<file path="src/fbg_pkg.sv">
// Constants, register map and carrier types of the fractional baud generator block
package fbg_pkg;

  // ----------------------------------------------------------------
  // Register map (byte offsets on the 3-bit parallel bus)
  // ----------------------------------------------------------------
  localparam logic [2:0] ADDR_TX_HOLDING = 3'h0;
  localparam logic [2:0] ADDR_DIV_LOW = 3'h1;
  localparam logic [2:0] ADDR_DIV_HIGH = 3'h2;
  localparam logic [2:0] ADDR_DIV_FRAC = 3'h3;
  localparam logic [2:0] ADDR_MODEM_CTRL = 3'h4;
  localparam logic [2:0] ADDR_LINE_STATUS = 3'h5;
  localparam logic [2:0] ADDR_LINE_CTRL = 3'h6;
  localparam logic [2:0] ADDR_SCRATCH = 3'h7;

  // ----------------------------------------------------------------
  // Values after reset
  // ----------------------------------------------------------------
  localparam logic [7:0] RST_DIV_LOW = 8'h01;
  localparam logic [7:0] RST_DIV_HIGH = 8'h00;
  localparam logic [7:0] RST_DIV_FRAC = 8'h00;
  localparam logic [7:0] RST_MODEM_CTRL = 8'h00;
  localparam logic [7:0] RST_LINE_CTRL = 8'h03;
  localparam logic [7:0] RST_SCRATCH = 8'h00;
  localparam logic [16:0] RST_BAUD_COUNT = 17'h00001;

  // ----------------------------------------------------------------
  // Field positions
  // ----------------------------------------------------------------
  localparam int MCR_PRESCALE_BIT = 7;
  localparam int FRAC_VALUE_LSB = 0;
  localparam int FRAC_MODE_LSB = 4;
  localparam int LSR_FIFO_EMPTY_BIT = 5;
  localparam int LSR_TX_EMPTY_BIT = 6;
  localparam int LCR_STOP2_BIT = 2;
  localparam int LCR_PARITY_EN_BIT = 3;
  localparam int LCR_EVEN_PARITY_BIT = 4;
  localparam int LCR_RX_BANK_BIT = 7;

  // ----------------------------------------------------------------
  // Counts and encodings
  // ----------------------------------------------------------------
  localparam logic [1:0] PRESCALE_LAST = 2'h3;
  localparam logic [1:0] MODE_16X = 2'h0;
  localparam logic [1:0] MODE_8X = 2'h1;
  localparam logic [1:0] MODE_4X = 2'h2;
  localparam logic [4:0] SPB_16X = 5'h10;
  localparam logic [4:0] SPB_8X = 5'h08;
  localparam logic [4:0] SPB_4X = 5'h04;
  localparam logic [3:0] MIN_DATA_BITS = 4'h5;
  localparam int TX_FIFO_DEPTH = 64;
  localparam int BUF_ENTRIES = 2;

  // ----------------------------------------------------------------
  // Types
  // ----------------------------------------------------------------
  typedef struct packed {
    logic cs_b;
    logic rd_b;
    logic wr_b;
    logic [2:0] addr;
    logic [7:0] wdata;
  } fbg_bus_req_t;

  typedef struct packed {
    logic [7:0] low;
    logic [7:0] high;
    logic [7:0] frac;
  } fbg_divisor_t;

  typedef enum logic [2:0] {
    TX_IDLE,
    TX_START,
    TX_DATA,
    TX_PARITY,
    TX_STOP
  } fbg_tx_state_t;

  // Sampling clocks per bit time; the unused code falls back to 16X
  function automatic logic [4:0] fbg_samples_per_bit(input logic [1:0] mode);
    case (mode)
      MODE_8X: fbg_samples_per_bit = SPB_8X;
      MODE_4X: fbg_samples_per_bit = SPB_4X;
      default: fbg_samples_per_bit = SPB_16X;
    endcase
  endfunction : fbg_samples_per_bit

endpackage : fbg_pkg

</file>
<file path="src/fbg_baud_gen.sv">
// One fractional baud generator producing the oversampling tick
`timescale 1ns/1ps
module fbg_baud_gen
(
  // Clock and reset
  input wire logic i_core_clk,
  input wire logic i_rst_b,
  input wire logic i_clk_en,
  // Prescaled input clock and divisor
  input wire logic i_presc_tick,
  input fbg_pkg::fbg_divisor_t i_divisor,
  // Sampling clock tick
  output logic o_sample_tick
);
  import fbg_pkg::*;

  typedef struct packed {
    logic [16:0] count;
    logic [3:0] acc;
    logic tick;
  } fbg_gen_state_t;

  fbg_gen_state_t state_ff;
  fbg_gen_state_t nxt_state;
  logic [15:0] int_div;
  logic [4:0] acc_sum;

  // ----------------------------------------------------------------
  // Divide and reload
  // ----------------------------------------------------------------
  // Divisor only sampled at reload, so a write never cuts a period short
  always_comb
  begin
    nxt_state = state_ff;
    nxt_state.tick = 1'b0;
    int_div = {i_divisor.high, i_divisor.low};
    if (int_div == 16'h0000)
    begin
      int_div = 16'h0001;
    end
    acc_sum = {1'b0, state_ff.acc} + {1'b0, i_divisor.frac[FRAC_VALUE_LSB +: 4]};
    if (i_presc_tick)
    begin
      if (state_ff.count <= 17'h00001)
      begin
        // Carry of the phase accumulator stretches this period by one
        nxt_state.tick = 1'b1;
        nxt_state.acc = acc_sum[3:0];
        nxt_state.count = {1'b0, int_div} + {16'h0000, acc_sum[4]};
      end
      else
      begin
        nxt_state.count = state_ff.count - 17'h00001;
      end
    end
  end

  // Odd fractions in 8X or 4X mode spread stretches unevenly over bits, hence bit-time jitter
  always_ff @(posedge i_core_clk)
  begin
    if (!i_rst_b)
    begin
      state_ff <= '0;
      state_ff.count <= RST_BAUD_COUNT;
    end
    else if (i_clk_en)
    begin
      state_ff <= nxt_state;
    end
  end

  assign o_sample_tick = state_ff.tick;

endmodule : fbg_baud_gen

</file>
<file path="src/fbg_uart_tx_core.sv">
// Baud generators, prescaler, register file and transmit path of the UART
//
// Notes on behaviour
// - Oscillator ticks pass a divide-by-1 or divide-by-4 prescaler set by control bit 7.
// - Each generator divides prescaled clock by 1 up to 65536 minus 1/16.
// - Sampling tick times transmit shifting and receiver sampling.
// - Transmit and receive directions own separate divisor sets.
// - Reset loads divisor one: low byte 01, high byte and fraction 00.
// - Integer divisor is high byte as bits 15:8, low byte as bits 7:0.
// - Fraction register low nibble adds value/16 to the divisor.
// - Fraction bits 5:4 select 16X, 8X or 4X sampling ratio.
// - Odd fraction in 8X mode may jitter bit times by one prescaled clock.
// - Bus reads and writes work without any oscillator ticks.
// - Eight-bit shifter fed through a two-entry buffer by 64-byte FIFO; the holding register writes its tail.
// - Bit time is 16, 8 or 4 sampling periods; shifter moves per bit.
// - Frame is start, data bits, optional parity, then stop bits.
// - Line status bits 5 and 6 report FIFO and shifter emptiness.
// - Data bit 0 goes out right after the start bit.
// - Bit 5 set when FIFO and buffer empty; bit 6 when FIFO, buffer and shifter empty.
`timescale 1ns/1ps
module fbg_uart_tx_core
#(
  parameter int FIFO_DEPTH = fbg_pkg::TX_FIFO_DEPTH,
  parameter int PTR_W = $clog2(fbg_pkg::TX_FIFO_DEPTH)
)
(
  // Clock, reset and enable
  input wire logic i_core_clk,
  input wire logic i_rst_b,
  input wire logic i_clk_en,
  // Parallel host bus
  input fbg_pkg::fbg_bus_req_t i_bus,
  output logic [7:0] o_rdata,
  // Oscillator input, one pulse per input clock edge
  input wire logic i_osc_tick,
  // Serial side
  output logic o_tx,
  output logic o_rx_sample_tick
);
  import fbg_pkg::*;

  // ----------------------------------------------------------------
  // State
  // ----------------------------------------------------------------
  typedef struct packed {
    logic prev_wr;
    logic [7:0] rdata;
    fbg_divisor_t div_tx;
    fbg_divisor_t div_rx;
    logic [7:0] modem_ctrl;
    logic [7:0] line_ctrl;
    logic [7:0] scratch;
    logic [1:0] presc_cnt;
    logic presc_tick;
    logic [FIFO_DEPTH-1:0][7:0] mem;
    logic [PTR_W:0] wr_ptr;
    logic [PTR_W:0] rd_ptr;
    logic [BUF_ENTRIES-1:0][7:0] buf_data;
    logic [1:0] buf_cnt;
    fbg_tx_state_t tx_state;
    logic [3:0] bit_cnt;
    logic [4:0] tick_cnt;
    logic [7:0] shift;
    logic parity;
    logic stop_left;
    logic tx_line;
  } fbg_top_state_t;

  fbg_top_state_t state_ff;
  fbg_top_state_t nxt_state;

  logic tx_tick;
  logic bus_write;
  logic bus_read;
  logic rx_bank;
  logic fifo_empty;
  logic fifo_full;
  logic fifo_pop;
  logic buf_push;
  logic buf_pop;
  logic buf_ready;
  logic [1:0] cnt_after;
  logic [7:0] fifo_head;
  logic [7:0] buf_head;
  logic [3:0] data_bits;
  logic [4:0] spb;
  logic bit_end;
  logic all_empty;
  logic [7:0] status;
  fbg_divisor_t div_sel;

  // Keeps only the configured number of data bits
  function automatic logic [7:0] fbg_mask_data(input logic [7:0] data, input logic [1:0] len);
    case (len)
      2'h0: fbg_mask_data = data & 8'h1F;
      2'h1: fbg_mask_data = data & 8'h3F;
      2'h2: fbg_mask_data = data & 8'h7F;
      default: fbg_mask_data = data;
    endcase
  endfunction : fbg_mask_data

  // ----------------------------------------------------------------
  // Baud generators
  // ----------------------------------------------------------------
  // Two instances so each direction runs at its own rate
  fbg_baud_gen u_tx_gen
  (
    .i_core_clk(i_core_clk),
    .i_rst_b(i_rst_b),
    .i_clk_en(i_clk_en),
    .i_presc_tick(state_ff.presc_tick),
    .i_divisor(state_ff.div_tx),
    .o_sample_tick(tx_tick)
  );

  fbg_baud_gen u_rx_gen
  (
    .i_core_clk(i_core_clk),
    .i_rst_b(i_rst_b),
    .i_clk_en(i_clk_en),
    .i_presc_tick(state_ff.presc_tick),
    .i_divisor(state_ff.div_rx),
    .o_sample_tick(o_rx_sample_tick)
  );

  // ----------------------------------------------------------------
  // Shared decode
  // ----------------------------------------------------------------
  // Bus handling uses the core clock only, never the oscillator ticks
  always_comb
  begin
    bus_write = !state_ff.prev_wr && !i_bus.cs_b && !i_bus.wr_b;
    bus_read = !i_bus.cs_b && !i_bus.rd_b;
    rx_bank = state_ff.line_ctrl[LCR_RX_BANK_BIT];
    fifo_empty = state_ff.wr_ptr == state_ff.rd_ptr;
    fifo_full = (state_ff.wr_ptr[PTR_W] != state_ff.rd_ptr[PTR_W])
      && (state_ff.wr_ptr[PTR_W-1:0] == state_ff.rd_ptr[PTR_W-1:0]);
    fifo_head = state_ff.mem[state_ff.rd_ptr[PTR_W-1:0]];
    buf_head = state_ff.buf_data[0];
    buf_ready = state_ff.buf_cnt < 2'(BUF_ENTRIES);
    buf_pop = (state_ff.buf_cnt != 2'h0) && (state_ff.tx_state == TX_IDLE);
    fifo_pop = !fifo_empty && buf_ready;
    buf_push = fifo_pop;
    cnt_after = buf_pop ? state_ff.buf_cnt - 2'h1 : state_ff.buf_cnt;
    data_bits = MIN_DATA_BITS + {2'h0, state_ff.line_ctrl[1:0]};
    spb = fbg_samples_per_bit(state_ff.div_tx.frac[FRAC_MODE_LSB +: 2]);
    bit_end = tx_tick && (state_ff.tick_cnt == spb - 5'h01);
    // Buffer entries count as not yet sent, so bit 5 waits for them too
    all_empty = fifo_empty && (state_ff.buf_cnt == 2'h0);
    status = 8'h00;
    status[LSR_FIFO_EMPTY_BIT] = all_empty;
    status[LSR_TX_EMPTY_BIT] = all_empty && (state_ff.tx_state == TX_IDLE);
  end

  // ----------------------------------------------------------------
  // Next state
  // ----------------------------------------------------------------
  always_comb
  begin
    nxt_state = state_ff;
    nxt_state.prev_wr = !i_bus.cs_b && !i_bus.wr_b;
    nxt_state.presc_tick = 1'b0;
    div_sel = rx_bank ? state_ff.div_rx : state_ff.div_tx;

    // Prescaler on the oscillator ticks
    if (i_osc_tick)
    begin
      if (state_ff.modem_ctrl[MCR_PRESCALE_BIT])
      begin
        nxt_state.presc_cnt = state_ff.presc_cnt + 2'h1;
        nxt_state.presc_tick = state_ff.presc_cnt == PRESCALE_LAST;
      end
      else
      begin
        nxt_state.presc_tick = 1'b1;
      end
    end

    // Register writes; bit 7 of line control picks the receive divisor bank
    if (bus_write)
    begin
      case (i_bus.addr)
        ADDR_TX_HOLDING:
        begin
          // Writes to a full FIFO are dropped
          if (!fifo_full)
          begin
            nxt_state.mem[state_ff.wr_ptr[PTR_W-1:0]] = i_bus.wdata;
            nxt_state.wr_ptr = state_ff.wr_ptr + 1'b1;
          end
        end
        ADDR_DIV_LOW: div_sel.low = i_bus.wdata;
        ADDR_DIV_HIGH: div_sel.high = i_bus.wdata;
        ADDR_DIV_FRAC: div_sel.frac = i_bus.wdata;
        ADDR_MODEM_CTRL: nxt_state.modem_ctrl = i_bus.wdata;
        ADDR_LINE_CTRL: nxt_state.line_ctrl = i_bus.wdata;
        ADDR_SCRATCH: nxt_state.scratch = i_bus.wdata;
        default: nxt_state.scratch = state_ff.scratch;
      endcase
      // Write back into the bank that line control selects
      if (rx_bank)
      begin
        nxt_state.div_rx = div_sel;
      end
      else
      begin
        nxt_state.div_tx = div_sel;
      end
    end

    // Register reads, registered; idle bus and write-only slot read zero
    nxt_state.rdata = 8'h00;
    if (bus_read)
    begin
      case (i_bus.addr)
        ADDR_DIV_LOW: nxt_state.rdata = rx_bank ? state_ff.div_rx.low : state_ff.div_tx.low;
        ADDR_DIV_HIGH: nxt_state.rdata = rx_bank ? state_ff.div_rx.high : state_ff.div_tx.high;
        ADDR_DIV_FRAC: nxt_state.rdata = rx_bank ? state_ff.div_rx.frac : state_ff.div_tx.frac;
        ADDR_MODEM_CTRL: nxt_state.rdata = state_ff.modem_ctrl;
        ADDR_LINE_STATUS: nxt_state.rdata = status;
        ADDR_LINE_CTRL: nxt_state.rdata = state_ff.line_ctrl;
        ADDR_SCRATCH: nxt_state.rdata = state_ff.scratch;
        default: nxt_state.rdata = 8'h00;
      endcase
    end

    // FIFO head into the two-entry buffer; buffer stall holds the FIFO
    if (fifo_pop)
    begin
      nxt_state.rd_ptr = state_ff.rd_ptr + 1'b1;
    end
    if (buf_pop)
    begin
      nxt_state.buf_data[0] = state_ff.buf_data[1];
    end
    if (buf_push)
    begin
      nxt_state.buf_data[cnt_after[0]] = fifo_head;
    end
    nxt_state.buf_cnt = cnt_after + {1'b0, buf_push};

    // Bit-time counter runs on the transmit sampling tick
    if (state_ff.tx_state != TX_IDLE && tx_tick)
    begin
      nxt_state.tick_cnt = bit_end ? 5'h00 : state_ff.tick_cnt + 5'h01;
    end

    // Framing shifter
    case (state_ff.tx_state)
      TX_IDLE:
      begin
        nxt_state.tx_line = 1'b1;
        if (buf_pop)
        begin
          nxt_state.shift = fbg_mask_data(buf_head, state_ff.line_ctrl[1:0]);
          nxt_state.parity = state_ff.line_ctrl[LCR_EVEN_PARITY_BIT]
            ? ^fbg_mask_data(buf_head, state_ff.line_ctrl[1:0])
            : ~^fbg_mask_data(buf_head, state_ff.line_ctrl[1:0]);
          nxt_state.stop_left = state_ff.line_ctrl[LCR_STOP2_BIT];
          nxt_state.tick_cnt = 5'h00;
          nxt_state.bit_cnt = 4'h0;
          nxt_state.tx_line = 1'b0;
          nxt_state.tx_state = TX_START;
        end
      end
      TX_START:
      begin
        if (bit_end)
        begin
          nxt_state.tx_line = state_ff.shift[0];
          nxt_state.tx_state = TX_DATA;
        end
      end
      TX_DATA:
      begin
        if (bit_end)
        begin
          if (state_ff.bit_cnt == data_bits - 4'h1)
          begin
            if (state_ff.line_ctrl[LCR_PARITY_EN_BIT])
            begin
              nxt_state.tx_line = state_ff.parity;
              nxt_state.tx_state = TX_PARITY;
            end
            else
            begin
              nxt_state.tx_line = 1'b1;
              nxt_state.tx_state = TX_STOP;
            end
          end
          else
          begin
            nxt_state.shift = {1'b0, state_ff.shift[7:1]};
            nxt_state.tx_line = state_ff.shift[1];
            nxt_state.bit_cnt = state_ff.bit_cnt + 4'h1;
          end
        end
      end
      TX_PARITY:
      begin
        if (bit_end)
        begin
          nxt_state.tx_line = 1'b1;
          nxt_state.tx_state = TX_STOP;
        end
      end
      TX_STOP:
      begin
        if (bit_end)
        begin
          if (state_ff.stop_left)
          begin
            nxt_state.stop_left = 1'b0;
          end
          else
          begin
            nxt_state.tx_state = TX_IDLE;
          end
        end
      end
      default: nxt_state.tx_state = TX_IDLE;
    endcase
  end

  // ----------------------------------------------------------------
  // State register
  // ----------------------------------------------------------------
  // Clock enable low freezes everything, bus included
  always_ff @(posedge i_core_clk)
  begin
    if (!i_rst_b)
    begin
      state_ff <= '0;
      state_ff.prev_wr <= 1'b1;
      state_ff.div_tx.low <= RST_DIV_LOW;
      state_ff.div_tx.high <= RST_DIV_HIGH;
      state_ff.div_tx.frac <= RST_DIV_FRAC;
      state_ff.div_rx.low <= RST_DIV_LOW;
      state_ff.div_rx.high <= RST_DIV_HIGH;
      state_ff.div_rx.frac <= RST_DIV_FRAC;
      state_ff.modem_ctrl <= RST_MODEM_CTRL;
      state_ff.line_ctrl <= RST_LINE_CTRL;
      state_ff.scratch <= RST_SCRATCH;
      state_ff.tx_state <= TX_IDLE;
      state_ff.tx_line <= 1'b1;
    end
    else if (i_clk_en)
    begin
      state_ff <= nxt_state;
    end
  end

  assign o_rdata = state_ff.rdata;
  assign o_tx = state_ff.tx_line;

endmodule : fbg_uart_tx_core

</file>
<file path="config.mk">
export PLATFORM = sky130hd
export DESIGN_NAME = fbg_uart_tx_core
export DESIGN_NICKNAME = d
export VERILOG_FILES = /design/src/fbg_pkg.sv /design/src/fbg_baud_gen.sv /design/src/fbg_uart_tx_core.sv
export SDC_FILE = /design/constraint.sdc
export NUM_CORES = 2
export LEC_CHECK = 0
export BUFFER_PORTS_ARGS = -buffer_cell sky130_fd_sc_hd__buf_2
export CAP_MARGIN = 20
export CORE_ASPECT_RATIO = 1.1
export CORE_UTILIZATION = 55
export CTS_BUF_LIST = sky130_fd_sc_hd__clkbuf_8 sky130_fd_sc_hd__clkbuf_16
export CTS_CLUSTER_DIAMETER = 120
export DETAILED_ROUTE_END_ITERATION = 7
export PLACE_DENSITY = 0.71
export SLEW_MARGIN = 30
export SYNTH_ARGS = -nofsm -noshare
export SYNTH_HDL_FRONTEND = slang
export SYNTH_HIERARCHICAL = 1
export SYNTH_SLANG_ARGS = --single-unit
</file>
<file path="constraint.sdc">
create_clock -name i_core_clk -period 3.4 [get_ports i_core_clk]
set_input_delay 0.34 -clock i_core_clk [delete_from_list [all_inputs] [get_ports i_core_clk]]
set_output_delay 0.34 -clock i_core_clk [all_outputs]
set_load 0.01 [all_outputs]
</file>
---- Yosys cells after proc, flatten, opt, wreduce, memory -nomap -nowiden ----
Cells that the tools add are included.
storage, ports and cells
  word-level logic and storage cells ...... 257
  bits in registers ....................... 695
  output and inout port bits .............. 10
  input port bits ......................... 18
cells by class
  bitwise gates (word level) .............. 2
  add/subtract/negate cells ............... 16
  mux-type cells .......................... 60
  reductions and logical operators ........ 47
  equal/unequal tests ..................... 29
  magnitude comparators ................... 8
operators with widths
  operator                                              number
  bitwise mux 512 bit                                   1
  2-to-1 mux 8 bit                                      16
  one-hot mux 8 bit (7 select lines)                    1
  binary-select mux 8 bit (select 6 bit)                1
  demux 8 bit (select 6 bit)                            1
  adder 16 x 1 -> 17 bit                                2
  <= comparator 17 x 1 -> 1 bit, second input constant  2
  2-to-1 mux 17 bit                                     2
  subtractor 17 x 1 -> 17 bit, second input constant    2
  zero test 16 bit                                      2
  2-to-1 mux 16 bit                                     2
  AND reduction 3 bit                                   9
  2-to-1 mux 24 bit                                     1
  one-hot mux 8 bit (3 select lines)                    1
  2-to-1 mux 23 bit                                     1
  2-to-1 mux 3 bit                                      6
  bitwise mux 16 bit                                    1
  inequality test 2 bit, second input constant          8
  one-hot mux 8 bit (2 select lines)                    1
  equality test 3 bit, second input constant            5
  2-to-1 mux 5 bit                                      3
  one-hot mux 3 bit (5 select lines)                    1
  adder 7 x 1 -> 7 bit, second input constant           2
  < comparator 6 x 7 -> 1 bit, second input constant    2
  other kinds (45)                                      89

---- Logic depth before layout (Yosys ltp) ----
  word-level depth ........................ 9
  depth in mapped cells ................... 13

---- Modules after synthesis ----
The synthesis kept the hierarchy.
by module, submodules not included
  module                    cells each  area each (um^2)  times used  seq. area each (um^2)
  fbg_uart_tx_core          3034        31218.7           1           13032.5
  fbg_baud_gen at u_rx_gen  225         1740.4            1           440.4
  fbg_baud_gen at u_tx_gen  209         1657.8            1           440.4

---- Least setup slack after synthesis ----
No wires, ideal clock.
  path type ............................... reg-to-reg
  start ................................... register, netlist name state_ff[594]
  end ..................................... register u_rx_gen/state_ff[17] in the netlist's numbering
  period minus slack after synthesis ...... 2.489 ns
  cell stages (with the launch flop) ...... 14
  path buffers ............................ 0
  arrival ................................. 2.373 ns
  data required time ...................... 3.285 ns
  setup slack ............................. 0.911 ns
  cell sequence ........................... dfxtp_1 -> ha_1 -> inv_1 -> fa_1 -> nor2b_1 -> o21ai_0 -> nand2b_1 -> ha_1 -> ha_1 -> nand2_1 -> nor4_1 -> xnor2_1 -> a21oi_1 -> and3_1
RTL lines
  item                  RTL line            text
  end signal, assigned  fbg_baud_gen.sv:68  state_ff <= nxt_state;
  end, declared         fbg_baud_gen.sv:23  fbg_gen_state_t state_ff;

==> impl_metrics.csv <==
group,metric,value,unit
place,gp_congestion,0.913,
power,ir_worst_vdd,0.362,mV
power,p_sw_share,22.2,%
synth,ys_seq_area_share,40.2,%
setup_path,critPathRequiredTime,3.92,ns
synth,yosysTopAreaCell,"dfxtp_1",
place,io_buffers,27,
synth,postSynthNetCount,3512,
synth,ys_types,93,
synth,synth_top_area_share,40.2,%
power,pwr-share-comb,4.0,%
synth,synth-adder-area-share,0.983,%
timing,relSlewSlack,33.9,%
cells_and_area,syn2layout_area_growth,9.78,%
route,wl_per_cell,21.8,um
synth,async_flop_share,0,%
cts,cts_made_buffers,74,
floorplanning,die_h,265,um
floorplanning,design.die.area,0.0639,sq mm
floorplanning,io_pins,28,
timing,final.min_clock_period,2.91,ns
timing,setup_viol,0,
cts,postCtsSetupBuffers,0,
cts,clock-root-buffer,"clkbuf_16",
cells_and_area,final_common_cell,"dfxtp_1",
timing,skew,0.0159,ns
route,via_count,26100,
cts,tritoncts,"yes",
setup_path,critPathLaunchType,"flip-flop",
cts,hold_buffers,0,
global_route,grt_pass1_wl,145000,um
power,clock_power_share,48.6,%
timing,final_max_slew_viol_count,0,
flow_run,maxCapViolations,0,
worst_hold_path,hold_class,"input pin to flip-flop",
route,dr.pass1.iters,8,
cts,cts_sinks,695,
place,dpl.hpwl,60300,um
power,internal-power,13.4,mW
power,finalPower,17.3,mW
synth,yosys.area_share.simple,20.9,%
synth,synth_edf_count,0,
global_route,globalRouteTotalUtil,28.8,%
place,dp_slack,0.547,ns
timing,timing.final.hold_violations,0,
synth,netlist_area,0.0346,sq mm
floorplanning,num_rows,96,
synth,synth_top_family_by_area,"multiplexers",
power,leakage,12.9,nW
synth,yosys-top-cells-area,"dfxtp_1 40%, mux2i_1 16%, nor2b_1 8.7%",
cts,cts.repair.resized,0,
synth,ys_warn_count,6,
cts,cts.clk_slew.worst_paths,0.06,ns
global_route,antenna_found_initial,0,
cells_and_area,drive_gt1_share,12.4,%
global_route,grt_max_degree,236,
timing,layout_setup_ws,0.488,ns
cells_and_area,insertedDiodeCount,0,
timing,finalCritPeriodShare,85.7,%
floorplanning,initial_core_util,55.5,%
timing,fmax,343,MHz
cts,clk_latency,0.62,ns
setup_path,critPathKind,"flip-flop to flip-flop",
place,place_area,0.0354,sq mm
synth,synthCells,3468,
timing,rsz0062_at_grt,"false",
setup_path,cp_data_arrival_time,3.44,ns
global_route,grt_pass1_vias,25500,
cells_and_area,fin_nets,3408,
synth,synth-seq-cells,695,
route,drc,0,
synth,synth_compound_area_share,9.38,%
setup_path,worst-path-max-fanout,5,
route,antenna_left,0,
synth,synth_mux_area_share,23.0,%
power,p_switching,3.84,mW
timing,worst_pin_slew,0.992,ns
route,viasPerCell,6.13,
global_route,overflow,0,
cts,clockBufferDepth,3,
power,powerDensity,455,mW/mm^2
cells_and_area,mostFrequentLayoutCells,"690 x dfxtp_1, 540 x mux2i_1, 483 x nor2b_1, 259 x nand2_1, 205 x nand3_1",
timing,setup-tns-final,0,ns
floorplanning,coreArea,0.0623,sq mm
route,drt-total-wl,92900,um
synth,synth_ff_type,"dfxtp_1",
cells_and_area,final_area,0.0380,sq mm
synth,synth_xor_area_share,1.62,%
route,drt_iter0_drc,1962,
floorplanning,die-width,241,um
status,status,"finished, final reports clean",
setup_path,cp-end-kind,"flip-flop",
synth,syn_avg_cell_area,9.98,sq um
cts,cts-htree-levels,3,
power,share_seq_of_total_power,47.4,%
critical path: stages (launching register included):
cell and delay [ns]:
dfxtp_1 0.36, ha_1 0.18, inv_1 0.06, fa_1 0.40, nor2b_1 0.14, o21ai_0 0.09, nand2b_1 0.13, ha_1 0.23
ha_1 0.28, nand2_1 0.09, nor3_1 0.34, and3_1 0.23, xnor2_1 0.08, o31ai_1 0.20
worst paths after layout:
check                                  start  slack, ns                                 end  cells after the start
setup / recovery  state_ff[618]$_SDFFE_PN0P_       0.49  u_tx_gen/state_ff[17]$_SDFFE_PN0P_                     13
hold reg to reg   state_ff[472]$_SDFFE_PN0P_       0.47          state_ff[472]$_SDFFE_PN0P_                      2
hold / removal                    i_osc_tick       0.06          state_ff[567]$_SDFFE_PN0P_                      3
setup reg to reg  state_ff[618]$_SDFFE_PN0P_       0.49  u_tx_gen/state_ff[17]$_SDFFE_PN0P_                     13
metal layers:
layer	global-route usage, %	vias to the layer above	routed length [um]
met2	48.8	787	45300
li1	-	12100	-
met4	11.4	0	3360
met5	0	-	0
met1	37.3	13000	39600
met3	3.25	190	4690
cell type report:
class	count	area, sq um
Clock buffer	99	2260
Clock inverter	33	294
Fill cell	5068	24300
Inverter	32	120
Multi-Input combinational cell	2456	19400
Sequential cell	695	13900
Tap cell	833	1040
Timing Repair Buffer	105	968
power groups by stage:
| stage | clock network (mW) | logic (mW) | registers (mW) |
|---|---|---|---|
| 2_1_floorplan | 0 | 0.497 | 8.36 |
| 3_3_place_gp | 0 | 0.660 | 8.37 |
| 3_5_place_dp | 0 | 0.675 | 8.37 |
| 4_1_cts | 8.51 | 0.677 | 8.19 |
| 5_1_grt | 8.86 | 0.731 | 8.19 |
| 6_report | 8.40 | 0.687 | 8.19 |
synth_stat cells (all sizes together) (32+ instances only):
library cell  instances
a21boi              141
a21oi                53
mux2i               540
buf                 112
nand3               205
mux4                106
inv                  32
nor3                 66
xnor2                39
nor2b               483
a22oi                41
nand2               259
clkbuf              172
nor2                 67
o21ai                60
dfxtp               695
metrics by stage:
step	utilization [%]	std cells	hold slack, ns
6_report	61.0	4253	0.0646
5_1_grt	61.0	4253	0.0944
4_1_cts	61.0	4253	0.0455
3_5_place_dp	56.9	4121	0.460
3_3_place_gp	56.9	4121	0.447
2_1_floorplan	-	3468	0.440
state kept, by name (all words and copies together), names as in the netlist:
register	count
u_rx_gen/state_ff	21
o_rdata	8
buf_head	8
u_rx_gen/o_sample_tick	1
u_tx_gen/state_ff	21
rx_bank	1
u_tx_gen/o_sample_tick	1
o_tx	1
state_ff	633
cells by family after synthesis:
logic type,count (synthesis)
multiplexers,661
AND/OR/NAND/NOR,1252
AO/OA/AOI/OAI,453
flip-flops,695
XOR/XNOR,64
buffers and inverters,317
adder cells (fa/ha/maj),26
No activity file was read; power rests on OpenSTA's default activity.
